[config.mk]
export PLATFORM = sky130hd
export DESIGN_NAME = aicr_readout
export DESIGN_NICKNAME = d
export VERILOG_FILES = /design/src/shared/aicr_pkg.sv /design/src/design/aicr_readout.sv
export SDC_FILE = /design/constraint.sdc
export NUM_CORES = 1
export LEC_CHECK = 0
export BUFFER_PORTS_ARGS = -buffer_cell sky130_fd_sc_hd__buf_2
export CAP_MARGIN = 40
export CORE_ASPECT_RATIO = 2
export CORE_MARGIN = 8
export CORE_UTILIZATION = 40
export DETAILED_ROUTE_END_ITERATION = 6
export PLACE_DENSITY = 0.57
export REMOVE_ABC_BUFFERS = 1
export SYNTH_ARGS = -nofsm -noshare
export SYNTH_HDL_FRONTEND = slang
export SYNTH_SLANG_ARGS = --single-unit
[constraint.sdc]
create_clock -name hclk -period 3.5 [get_ports hclk]
set_clock_uncertainty 0.05 [all_clocks]
set_input_delay 0.875 -clock hclk [delete_from_list [all_inputs] [get_ports hclk]]
set_output_delay 0.875 -clock hclk [all_outputs]
set_load 0.03 [all_outputs]
[src/shared/aicr_pkg.sv]
package aicr_pkg;

  localparam int unsigned CLK_HZ = 125_000_000; // system clock rate
  localparam int unsigned CLK_PERIOD_NS = 8; // system clock period
  localparam int unsigned SLEEP_MIN_NS = 500; // least sleep before output
  localparam int unsigned SLEEP_CYC = (SLEEP_MIN_NS + CLK_PERIOD_NS - 1) / CLK_PERIOD_NS;
  localparam int unsigned OSC_HZ = 1_800_000; // on-chip modulator rate
  localparam int unsigned OSC_DIV = CLK_HZ / OSC_HZ; // clocks per internal sample
  localparam int unsigned EXT_DIV = 5; // external clock edges per sample
  localparam int unsigned WORD_PER_NULL = 8; // null periods per output word
  localparam int unsigned WORD_BITS = 32; // bits per output word
  localparam int unsigned PROG_MIN_BITS = 13; // input bits needed to program
  localparam int unsigned SCK_HALF = 4; // clocks per serial clock half
  localparam logic [7:0] EXT_IDLE_MAX = 8'hff; // no edge this long: grounded
  localparam logic [3:0] OSR_LOG2_MIN = 4'h6; // ratio 64
  localparam logic [3:0] OSR_LOG2_MAX = 4'hf; // ratio 32768
  localparam logic [3:0] OSR_CODE_LAST = 4'h9; // highest explicit speed code
  localparam logic [12:0] CONFIG_RST = 13'h1fff; // largest ratio after reset

  // register byte offsets
  localparam logic [7:0] REG_CTRL = 8'h00;
  localparam logic [7:0] REG_STATUS = 8'h04;
  localparam logic [7:0] REG_CONFIG = 8'h08;
  localparam logic [7:0] REG_RESULT = 8'h0c;
  localparam logic [7:0] REG_IRQ_STATUS = 8'h10;
  localparam logic [7:0] REG_IRQ_MASK = 8'h14;
  localparam int unsigned CTRL_FORCE_OSC_BIT = 0; // ignore external clock pin
  localparam logic [1:0] IRQ_MASK_RST = 2'h0;

  // sequencer states, gray along conv -> sleep -> out
  typedef enum logic [1:0] {
    ST_CONV = 2'b00,
    ST_SLEEP = 2'b01,
    ST_OUT = 2'b11
  } aicr_state_type;

  // serial output pins
  typedef struct packed {
    logic sck; // generated serial clock
    logic sdo; // serial data, low = result ready
    logic busy; // conversion running
  } aicr_pins_type;

  // sticky interrupt events
  typedef struct packed {
    logic word_sent; // 32nd rising edge passed
    logic conv_done; // conversion finished
  } aicr_event_type;

endpackage

[src/design/aicr_readout.sv]
// Chosen here: the placing of the registers and register access over AHB-Lite.
`timescale 1ns/1ps
`default_nettype none
module aicr_readout #(
  parameter int unsigned OSC_DIV_P = aicr_pkg::OSC_DIV, // clocks per internal sample
  parameter int unsigned SCK_HALF_P = aicr_pkg::SCK_HALF, // clocks per serial clock half
  parameter logic [3:0] OSR_LOG2_RST_P = aicr_pkg::OSR_LOG2_MAX // ratio exponent after reset
) (
  input wire logic hclk, // system clock
  input wire logic hresetn, // async reset, active low
  input wire logic hsel, // slave select
  input wire logic [31:0] haddr, // byte address
  input wire logic [1:0] htrans, // transfer type
  input wire logic hwrite, // write when high
  input wire logic [2:0] hsize, // transfer size
  input wire logic [31:0] hwdata, // write data
  input wire logic hready, // bus ready
  output logic hreadyout, // slave ready
  output logic [31:0] hrdata, // read data
  output logic hresp, // response, always okay
  output logic irq, // level interrupt
  input wire logic clock_source_select, // high: internal serial clock
  input wire logic external_clock_input, // modulator clock pin, grounded if unused
  input wire logic sdi, // serial configuration input
  input wire logic [30:0] result_in, // converted value from the modulator
  output aicr_pkg::aicr_pins_type serial_pins // sck, sdo, busy
);
  import aicr_pkg::*;

  // refuse settings the counters cannot hold
  if (OSC_DIV_P < 1 || OSC_DIV_P > 65535 || SCK_HALF_P < 1 || SCK_HALF_P > 255 ||
      OSR_LOG2_RST_P < OSR_LOG2_MIN || OSR_LOG2_RST_P > OSR_LOG2_MAX) begin : g_bad
    $error("aicr_readout: parameter out of range");
  end

  localparam logic [15:0] OSC_LAST = 16'(OSC_DIV_P - 1);
  localparam logic [2:0] EXT_LAST = 3'(EXT_DIV - 1);
  localparam logic [7:0] HALF_LAST = 8'(SCK_HALF_P - 1);
  localparam logic [7:0] SLEEP_LAST = 8'(SLEEP_CYC - 1);
  localparam logic [5:0] WORD_END = 6'(WORD_BITS);
  localparam logic [5:0] PROG_LAST = 6'(PROG_MIN_BITS - 1);
  localparam logic [4:0] NULL_SHIFT = 5'($clog2(WORD_PER_NULL));

  // speed code to ratio exponent; codes outside 1..9 pick the largest ratio
  function automatic logic [3:0] osr_decode(input logic [3:0] code);
    if (code != 4'h0 && code <= OSR_CODE_LAST) begin
      return 4'(code + 4'h5);
    end
    return OSR_LOG2_MAX;
  endfunction

  // ---------------- modulator sample rate ----------------
  logic ext_d_reg, ext_d_next; // previous external clock level
  logic [2:0] ext_div_reg, ext_div_next; // external edge divider
  logic [7:0] ext_idle_reg, ext_idle_next; // clocks since last external edge
  logic [15:0] osc_cnt_reg, osc_cnt_next; // internal oscillator divider
  logic ext_rise; // external clock rising edge
  logic use_ext; // external clock is live and allowed
  logic sample_en; // one modulator sample
  logic [31:0] ctrl_reg, ctrl_next; // control register

  // choose the sample source and divide it down
  always_comb begin
    ext_d_next = external_clock_input;
    ext_rise = external_clock_input & ~ext_d_reg;
    ext_idle_next = ext_rise ? 8'h00 :
                    (ext_idle_reg == EXT_IDLE_MAX) ? ext_idle_reg : 8'(ext_idle_reg + 8'h01);
    use_ext = (ext_idle_reg != EXT_IDLE_MAX) && !ctrl_reg[CTRL_FORCE_OSC_BIT];
    osc_cnt_next = (osc_cnt_reg == OSC_LAST) ? 16'h0000 : 16'(osc_cnt_reg + 16'h0001);
    ext_div_next = ext_div_reg;
    if (ext_rise) begin
      ext_div_next = (ext_div_reg == EXT_LAST) ? 3'h0 : 3'(ext_div_reg + 3'h1);
    end
    if (use_ext) begin
      sample_en = ext_rise && (ext_div_reg == EXT_LAST);
    end else begin
      sample_en = (osc_cnt_reg == OSC_LAST);
    end
  end

  // register the rate logic
  always_ff @(posedge hclk or negedge hresetn) begin
    if (!hresetn) begin
      ext_d_reg <= 1'b0;
      ext_div_reg <= 3'h0;
      ext_idle_reg <= EXT_IDLE_MAX;
      osc_cnt_reg <= 16'h0000;
    end else begin
      ext_d_reg <= ext_d_next;
      ext_div_reg <= ext_div_next;
      ext_idle_reg <= ext_idle_next;
      osc_cnt_reg <= osc_cnt_next;
    end
  end

  // ---------------- conversion and readout sequencer ----------------
  aicr_state_type state_reg, state_next; // sequencer state
  aicr_pins_type pins_reg, pins_next; // serial pins
  logic [18:0] conv_cnt_reg, conv_cnt_next; // samples in this conversion
  logic [18:0] conv_last; // final sample index
  logic [7:0] sleep_cnt_reg, sleep_cnt_next; // clocks spent asleep
  logic [7:0] half_cnt_reg, half_cnt_next; // clocks in this sck half
  logic [5:0] bit_cnt_reg, bit_cnt_next; // rising edges so far
  logic [31:0] out_shift_reg, out_shift_next; // word being sent
  logic [12:0] in_shift_reg, in_shift_next; // configuration bits taken in
  logic [12:0] config_reg, config_next; // accepted configuration
  logic [3:0] osr_log2_reg, osr_log2_next; // active ratio exponent
  logic [31:0] result_reg, result_next; // last word loaded
  aicr_event_type ev; // events this cycle

  // conversion spans ratio times eight samples; sample rate is untouched
  assign conv_last = 19'((19'h00001 << (5'(osr_log2_reg) + NULL_SHIFT)) - 19'h00001);

  // next state of the sequencer
  always_comb begin
    state_next = state_reg;
    pins_next = pins_reg;
    conv_cnt_next = conv_cnt_reg;
    sleep_cnt_next = sleep_cnt_reg;
    half_cnt_next = half_cnt_reg;
    bit_cnt_next = bit_cnt_reg;
    out_shift_next = out_shift_reg;
    in_shift_next = in_shift_reg;
    config_next = config_reg;
    osr_log2_next = osr_log2_reg;
    result_next = result_reg;
    ev = '0;
    unique case (state_reg)
      ST_CONV: begin
        pins_next = '{sck: 1'b1, sdo: 1'b1, busy: 1'b1};
        if (sample_en) begin
          if (conv_cnt_reg == conv_last) begin
            // finish: all pins drop together, word loaded with status bit low
            state_next = ST_SLEEP;
            pins_next = '0;
            conv_cnt_next = 19'h00000;
            sleep_cnt_next = 8'h00;
            out_shift_next = {1'b0, result_in};
            result_next = {1'b0, result_in};
            ev.conv_done = 1'b1;
          end else begin
            conv_cnt_next = 19'(conv_cnt_reg + 19'h00001);
          end
        end
      end
      ST_SLEEP: begin
        // wake once the least sleep has passed, only while clock_source_select is high
        if (clock_source_select && sleep_cnt_reg == SLEEP_LAST) begin
          state_next = ST_OUT;
          half_cnt_next = 8'h00;
          bit_cnt_next = 6'h00;
        end else if (sleep_cnt_reg != SLEEP_LAST) begin
          sleep_cnt_next = 8'(sleep_cnt_reg + 8'h01);
        end
      end
      ST_OUT: begin
        if (half_cnt_reg != HALF_LAST) begin
          half_cnt_next = 8'(half_cnt_reg + 8'h01);
        end else begin
          half_cnt_next = 8'h00;
          if (bit_cnt_reg == WORD_END) begin
            // half a period after the 32nd rise, so the last bit stands through that rise
            state_next = ST_CONV;
            pins_next = '{sck: 1'b1, sdo: 1'b1, busy: 1'b1};
            conv_cnt_next = 19'h00000;
            ev.word_sent = 1'b1;
            config_next = in_shift_reg;
            osr_log2_next = osr_decode(in_shift_reg[12:9]);
          end else if (!pins_reg.sck) begin
            // rising edge: take one configuration bit on each of the first 13 rises, sdo left as it stands
            pins_next.sck = 1'b1;
            bit_cnt_next = 6'(bit_cnt_reg + 6'h01);
            if (bit_cnt_reg <= PROG_LAST) begin
              in_shift_next = {in_shift_reg[11:0], sdi};
            end
          end else begin
            // falling edge: next bit, msb first
            pins_next.sck = 1'b0;
            pins_next.sdo = out_shift_reg[30];
            out_shift_next = {out_shift_reg[30:0], 1'b0};
          end
        end
      end
    endcase
  end

  // register the sequencer
  always_ff @(posedge hclk or negedge hresetn) begin
    if (!hresetn) begin
      state_reg <= ST_CONV;
      pins_reg <= '{sck: 1'b1, sdo: 1'b1, busy: 1'b1};
      conv_cnt_reg <= 19'h00000;
      sleep_cnt_reg <= 8'h00;
      half_cnt_reg <= 8'h00;
      bit_cnt_reg <= 6'h00;
      out_shift_reg <= 32'h00000000;
      in_shift_reg <= 13'h0000;
      config_reg <= CONFIG_RST;
      osr_log2_reg <= OSR_LOG2_RST_P;
      result_reg <= 32'h00000000;
    end else begin
      state_reg <= state_next;
      pins_reg <= pins_next;
      conv_cnt_reg <= conv_cnt_next;
      sleep_cnt_reg <= sleep_cnt_next;
      half_cnt_reg <= half_cnt_next;
      bit_cnt_reg <= bit_cnt_next;
      out_shift_reg <= out_shift_next;
      in_shift_reg <= in_shift_next;
      config_reg <= config_next;
      osr_log2_reg <= osr_log2_next;
      result_reg <= result_next;
    end
  end

  assign serial_pins = pins_reg;

  // ---------------- bus slave and interrupts ----------------
  logic [7:0] addr_reg, addr_next; // data phase address
  logic wr_pend_reg, wr_pend_next; // write data phase pending
  logic [31:0] hrdata_reg, hrdata_next; // read data
  logic [1:0] mask_reg, mask_next; // interrupt mask
  logic [1:0] irq_stat_reg, irq_stat_next; // sticky events
  logic irq_reg, irq_next; // interrupt output
  logic acc; // valid word transfer accepted
  logic mapped; // address lies in our page
  logic [31:0] rdata; // read mux

  // decode, read mux, writes and sticky status
  always_comb begin
    acc = hsel && hready && htrans[1] && (hsize == 3'b010);
    mapped = (haddr[31:8] == 24'h000000) && (haddr[1:0] == 2'b00);
    rdata = 32'h00000000;
    if (mapped) begin
      unique case (haddr[7:0])
        REG_CTRL: rdata = ctrl_reg;
        REG_STATUS: rdata = {22'h000000, use_ext, osr_log2_reg, state_reg, pins_reg};
        REG_CONFIG: rdata = {19'h00000, config_reg};
        REG_RESULT: rdata = result_reg;
        REG_IRQ_STATUS: rdata = {30'h00000000, irq_stat_reg};
        REG_IRQ_MASK: rdata = {30'h00000000, mask_reg};
        default: rdata = 32'h00000000; // unmapped reads zero
      endcase
    end
    addr_next = acc ? (mapped ? haddr[7:0] : 8'hff) : addr_reg;
    wr_pend_next = acc && hwrite;
    hrdata_next = (acc && !hwrite) ? rdata : hrdata_reg;
    ctrl_next = ctrl_reg;
    mask_next = mask_reg;
    if (wr_pend_reg && addr_reg == REG_CTRL) begin
      ctrl_next = {31'h00000000, hwdata[CTRL_FORCE_OSC_BIT]};
    end
    if (wr_pend_reg && addr_reg == REG_IRQ_MASK) begin
      mask_next = hwdata[1:0];
    end
    irq_stat_next = irq_stat_reg;
    if (acc && !hwrite && mapped && haddr[7:0] == REG_IRQ_STATUS) begin
      irq_stat_next = 2'h0; // read clears
    end
    irq_stat_next = irq_stat_next | ev; // a new event beats the clear
    irq_next = |(irq_stat_next & mask_next);
  end

  // register the bus side
  always_ff @(posedge hclk or negedge hresetn) begin
    if (!hresetn) begin
      addr_reg <= 8'h00;
      wr_pend_reg <= 1'b0;
      hrdata_reg <= 32'h00000000;
      ctrl_reg <= 32'h00000000;
      mask_reg <= IRQ_MASK_RST;
      irq_stat_reg <= 2'h0;
      irq_reg <= 1'b0;
    end else begin
      addr_reg <= addr_next;
      wr_pend_reg <= wr_pend_next;
      hrdata_reg <= hrdata_next;
      ctrl_reg <= ctrl_next;
      mask_reg <= mask_next;
      irq_stat_reg <= irq_stat_next;
      irq_reg <= irq_next;
    end
  end

  assign hrdata = hrdata_reg;
  assign hreadyout = 1'b1;
  assign hresp = 1'b0;
  assign irq = irq_reg;

  // ---------------- checks ----------------
  logic [5:0] rises_reg, rises_next; // sck rises in this word

  // count rises since sleep began
  always_comb begin
    rises_next = rises_reg;
    if (state_reg == ST_SLEEP) begin
      rises_next = 6'h00;
    end else if (state_reg == ST_OUT && pins_next.sck && !pins_reg.sck) begin
      rises_next = 6'(rises_reg + 6'h01);
    end
  end

  // register the check counter
  always_ff @(posedge hclk or negedge hresetn) begin
    if (!hresetn) begin
      rises_reg <= 6'h00;
    end else begin
      rises_reg <= rises_next;
    end
  end

  a_conv_pins_high: assert property (@(posedge hclk) disable iff (!hresetn)
    state_reg == ST_CONV |-> pins_reg.sck && pins_reg.sdo && pins_reg.busy)
    else $error("pins not high during conversion");
  a_done_pins_low: assert property (@(posedge hclk) disable iff (!hresetn)
    $past(state_reg) == ST_CONV && state_reg == ST_SLEEP |-> pins_reg == '0)
    else $error("pins not low after conversion");
  a_sleep_min_time: assert property (@(posedge hclk) disable iff (!hresetn)
    $past(state_reg) == ST_SLEEP && state_reg == ST_OUT |-> $past(sleep_cnt_reg) == SLEEP_LAST)
    else $error("sleep ended early");
  a_word_bits: assert property (@(posedge hclk) disable iff (!hresetn)
    $past(state_reg) == ST_OUT && state_reg == ST_CONV |-> rises_reg == 6'h20)
    else $error("word not 32 rising edges");
  a_sdo_on_fall: assert property (@(posedge hclk) disable iff (!hresetn)
    state_reg == ST_OUT && $past(state_reg) == ST_OUT && $changed(pins_reg.sdo) |-> $fell(pins_reg.sck))
    else $error("data changed off a falling edge");
  a_after_word: assert property (@(posedge hclk) disable iff (!hresetn)
    $past(state_reg) == ST_OUT && state_reg == ST_CONV |-> $past(pins_reg.sck) ##1 pins_reg.sck && pins_reg.sdo)
    else $error("clock or data not high after word");
  a_status_first: assert property (@(posedge hclk) disable iff (!hresetn)
    $rose(state_reg == ST_OUT) |-> !pins_reg.sdo && !pins_reg.sck)
    else $error("status bit not leading");
  a_osr_range: assert property (@(posedge hclk) disable iff (!hresetn)
    osr_log2_reg >= OSR_LOG2_MIN && osr_log2_reg <= OSR_LOG2_MAX)
    else $error("ratio out of range");
  a_sdi_high_max: assert property (@(posedge hclk) disable iff (!hresetn)
    ev.word_sent && in_shift_reg[12:9] == 4'hf |=> osr_log2_reg == OSR_LOG2_MAX)
    else $error("all-ones input not largest ratio");
  a_ext_div_five: assert property (@(posedge hclk) disable iff (!hresetn)
    use_ext && sample_en |-> ext_rise && ext_div_reg == EXT_LAST)
    else $error("external sample not every fifth edge");
endmodule
`default_nettype wire

==> metrics.md <==
| Metric | Value |
|---|---|
| Status | complete, no violations |
| Grt total ovfl | 0 |
| Complex-gate fraction of the synthesized area | 12.55% |
| Mux cell area share after synthesis | between 10% and 20% |
| Antenna Nets Post-Route | 0 |
| Fill count | 2532 |
| Worst setup margin | about 0.4 ns |
| Final instance count without filler cells | 1463 |
| # setup viols final | 0 |
| Static leakage | ~0.0056 uW |
| Synth Area in Simple Gates | between 15 and 20% |
| H-Tree Depth | 1 |
| Initial antenna violation count | 0 |
| Syn. warnings | 0 |
| Layout area overhead | 15.32% |
| Area of the multi-input gates | ~0.0048 mm^2 |
| Clock-pin slew on the worst setup and hold paths | approximately 0.060 ns |
| Flops & latches, synth | 212 |
| First-pass DRT Iterations | 4 |
| Fin crit period | about 3.1 ns |
| Die X | about 130 um |
| First-pass GRT wire length | about 42000 um |
| CTS resizes | 0 |
| Core area | roughly 0.026 mm^2 |
| Post-CTS Setup Inserts | 0 |
| Via density | roughly 5.5 |
| Die height | roughly 250 um |
| Min-Delay Path Class | input pin to asynchronous set/reset pin |
| Die footprint | roughly 0.032 mm^2 |
| Critical path cell sequence | nand2_1 -> a21oi_1 -> o32ai_1 -> or4b_4 -> nor4_4 -> buf_12 -> mux2_2 |
| EDFF count, synth | 0 |
| Critical path's top delay family | simple AND/OR/NAND/NOR gates |
| Hold_buf cts | 0 |
| Clock Sinks | 212 |
| Ant diodes | 0 |
| Distinct cells, synth | 75 |
| CTS tree | yes |
| Maximum vdd ir drop | 0.3281 mV |
| Crit. path cell count | 7 |
| Via Count | 8024 |
| Crit start category | flop |
| Worst EP arrival | 3.42 ns |
| Detailed Route WL | between 20000 and 30000 um |
| Worst slack at placement | approximately 0.44 ns |
| Register area share after synthesis | roughly half |
| Endpoint class of the critical path | flop |
| GP Congestion | roughly 0.85 |
| Worst path bufs/invs | 1 |
| Slowest-stage cell, CP | dfstp_2 |
| Clk_lat worst skew | 0.51 ns |
| Met2 WL | approximately 12000 um |
| Power share of the combinational group | roughly 4.8% |
| Switching portion of total power | 22.54% |
| Tot GR Track Use | ~16% |
| Async SR Flop Fraction | 100.0% |
| Share of cells above drive strength 1 | approximately a quarter |
| Critical path type | flop to flop |
| Syn avg cell area | approximately 10 um^2 |
| Top FF cell, synth | dfrtp_1 |
| Max layer used | met4 |
| Net Sw Power | around 1100 uW |
| Register Area | 0.005340 mm^2 |
| Root Driver | clkbuf_16 |
| Crit Path Max Fanout | 53 |
| Highest clock rate | about 320 MHz |
| CTS Buf Count | 21 |
| Met3 WL | 1486 um |
| Syn Inst Count | around 1000 |
| Routed metal-1 wirelength | approximately 11000 um |
| Drt wl/cell | around 17 um |
| Fin. max-slew vios | 0 |
| Rel. slew slack | between 40% and 50% |
| Fin crit share | between 80% and 90% |
| Row count | 84 |
| Max Cap Viol | 0 |
| Worst-margin pin slew | roughly 0.82 ns |
| P_int | around 4000 uW |
| Clk pwr share | between 40% and 50% |
| Main combinational cell family by area after synthesis | simple AND/OR/NAND/NOR gates |
| XOR/XNOR share of the synthesized area | 2.581% |
| Layout Nets | roughly 1200 |
| Flop pwr share | just over 50% |
| # DRC | 0 |
| Vias in the first global route | 8147 |
| Port Buffer Count | approximately 110 |
| Post-synthesis adder-cell area fraction | approximately 1.8% |
| Ports | between 100 and 150 |
| Placed Cells | roughly 1400 |
| Crit path required time | 3.84 ns |
| Number of cells on the worst reg-to-reg path | 7 |
| Post-Syn Area | 0.01052 mm^2 |
| Detailed router's first-iteration violation count | around 430 |
| Initial core utilization | about two fifths |
| Bufs on Longest Clock Path | 3 |
| Power Density | roughly 420 mW/mm^2 |
| Final number of hold-violating endpoints | 0 |
| DP HPWL | 17600 um |
| Largest net degree at the start of global routing | between 70 and 80 |
| CP max stage delay | 0.77 ns |
| RSZ-0062 raised after global routing | no |
## metrics by stage
step,hold WS (ns),utilization (%),instance area [um^2],TNS [ns],power [uW]
finish,0.3079,46.54,12130,0,5073
global route,0.3441,46.54,12130,0,5278
CTS,0.3192,46.54,12130,0,5155
detailed placement,0.4187,43.91,11450,0,2855
global placement,0.4103,43.91,11450,0,2839
floorplan,0.3882,-,10190,-63.26,2702
## cells by family (layout without fill, tap and decap cells)
logic type | count (synthesis) | in the layout
mux | 105 | 105
buf+inv | 91 | 202
flops | 212 | 212
xor+xnor | 31 | 31
compound gates | 204 | 204
fa+ha+maj | 15 | 15
other cells | 2 | 5
simple gates | 345 | 345
## power by group through the flow
stage | Clock (uW) | Sequential (uW) | Combinational, uW
2_1_floorplan | 0 | 2600 | 106
3_3_place_gp | 0 | 2600 | 237
3_5_place_dp | 0 | 2610 | 249
4_1_cts | 2340 | 2560 | 249
5_1_grt | 2430 | 2570 | 277
6_report | 2270 | 2560 | 245
## Yosys cell counts (all sizes together) (6+ instances only)
cell type	instances	area [um^2]
dfrtp	184	4604
a22o	20	175.2
nor3	44	225.2
o311ai	7	61.31
nor4	17	142.6
o21ai	56	280.3
nand4	18	112.6
a22oi	10	75.07
nand3	30	162.7
clkbuf	32	120.1
and2	8	50.05
nand2	81	304.0
buf	31	216.5
ha	15	187.7
mux2i	40	400.4
dfstp	28	735.7
and4	6	52.55
a21oi	51	255.2
mux2	65	732.0
nor2	70	262.8
xor2	14	122.6
and3	18	112.6
inv	28	105.1
or3	8	50.05
o31ai	6	45.04
xnor2	17	148.9
nor2b	7	43.79
o22ai	7	43.79
nand2b	11	68.82
## final timing paths
| kind | startpoint | to | slack (ns) |
|---|---|---|---|
| setup / recovery | osr_log2_reg[2]$_DFFE_PN1P_ | result_reg[26]$_DFFE_PN0P_ | 0.41 |
| hold / removal | hresetn | addr_reg[0]$_DFFE_PN0P_ | 0.31 |
| setup reg to reg | osr_log2_reg[2]$_DFFE_PN1P_ | result_reg[26]$_DFFE_PN0P_ | 0.41 |
| hold reg to reg | hrdata[0]$_DFFE_PN0P_ | hrdata[0]$_DFFE_PN0P_ | 0.43 |
| max in group asynchronous | hresetn | config_reg[2]$_DFFE_PN1P_ | 2.27 |
| min in group hclk | hrdata[0]$_DFFE_PN0P_ | hrdata[0]$_DFFE_PN0P_ | 0.43 |
## layout make-up
type | count | share of cell area [%]
flip-flops and latches | 212 | 44.02
inverters | 28 | 0.8664
well taps | 344 | 3.548
multi-input cells | 705 | 39.21
repair buffers | 136 | 6.715
clock inverters | 5 | 0.4435
clock buffers | 33 | 5.199
## cell usage in the layout, fill, tap and decap left out, types with 28 or more instances in the layout
master   instances
dfrtp_1        184
buf_2          110
nand2_1         81
nor2_1          70
mux2_2          65
o21ai_0         52
a21oi_1         51
nor3_1          43
mux2i_1         40
nand3_1         29
inv_1           28
dfstp_2         28
## metal layers
layer / vias up / global-route usage, %
met5: - / 0
met4: 0 / 4.859
met2: 209 / 26.12
li1: 3825 / -
met3: 30 / 2.650
met1: 3960 / 21.47
Note: power is estimated with default switching activity, not from simulation.
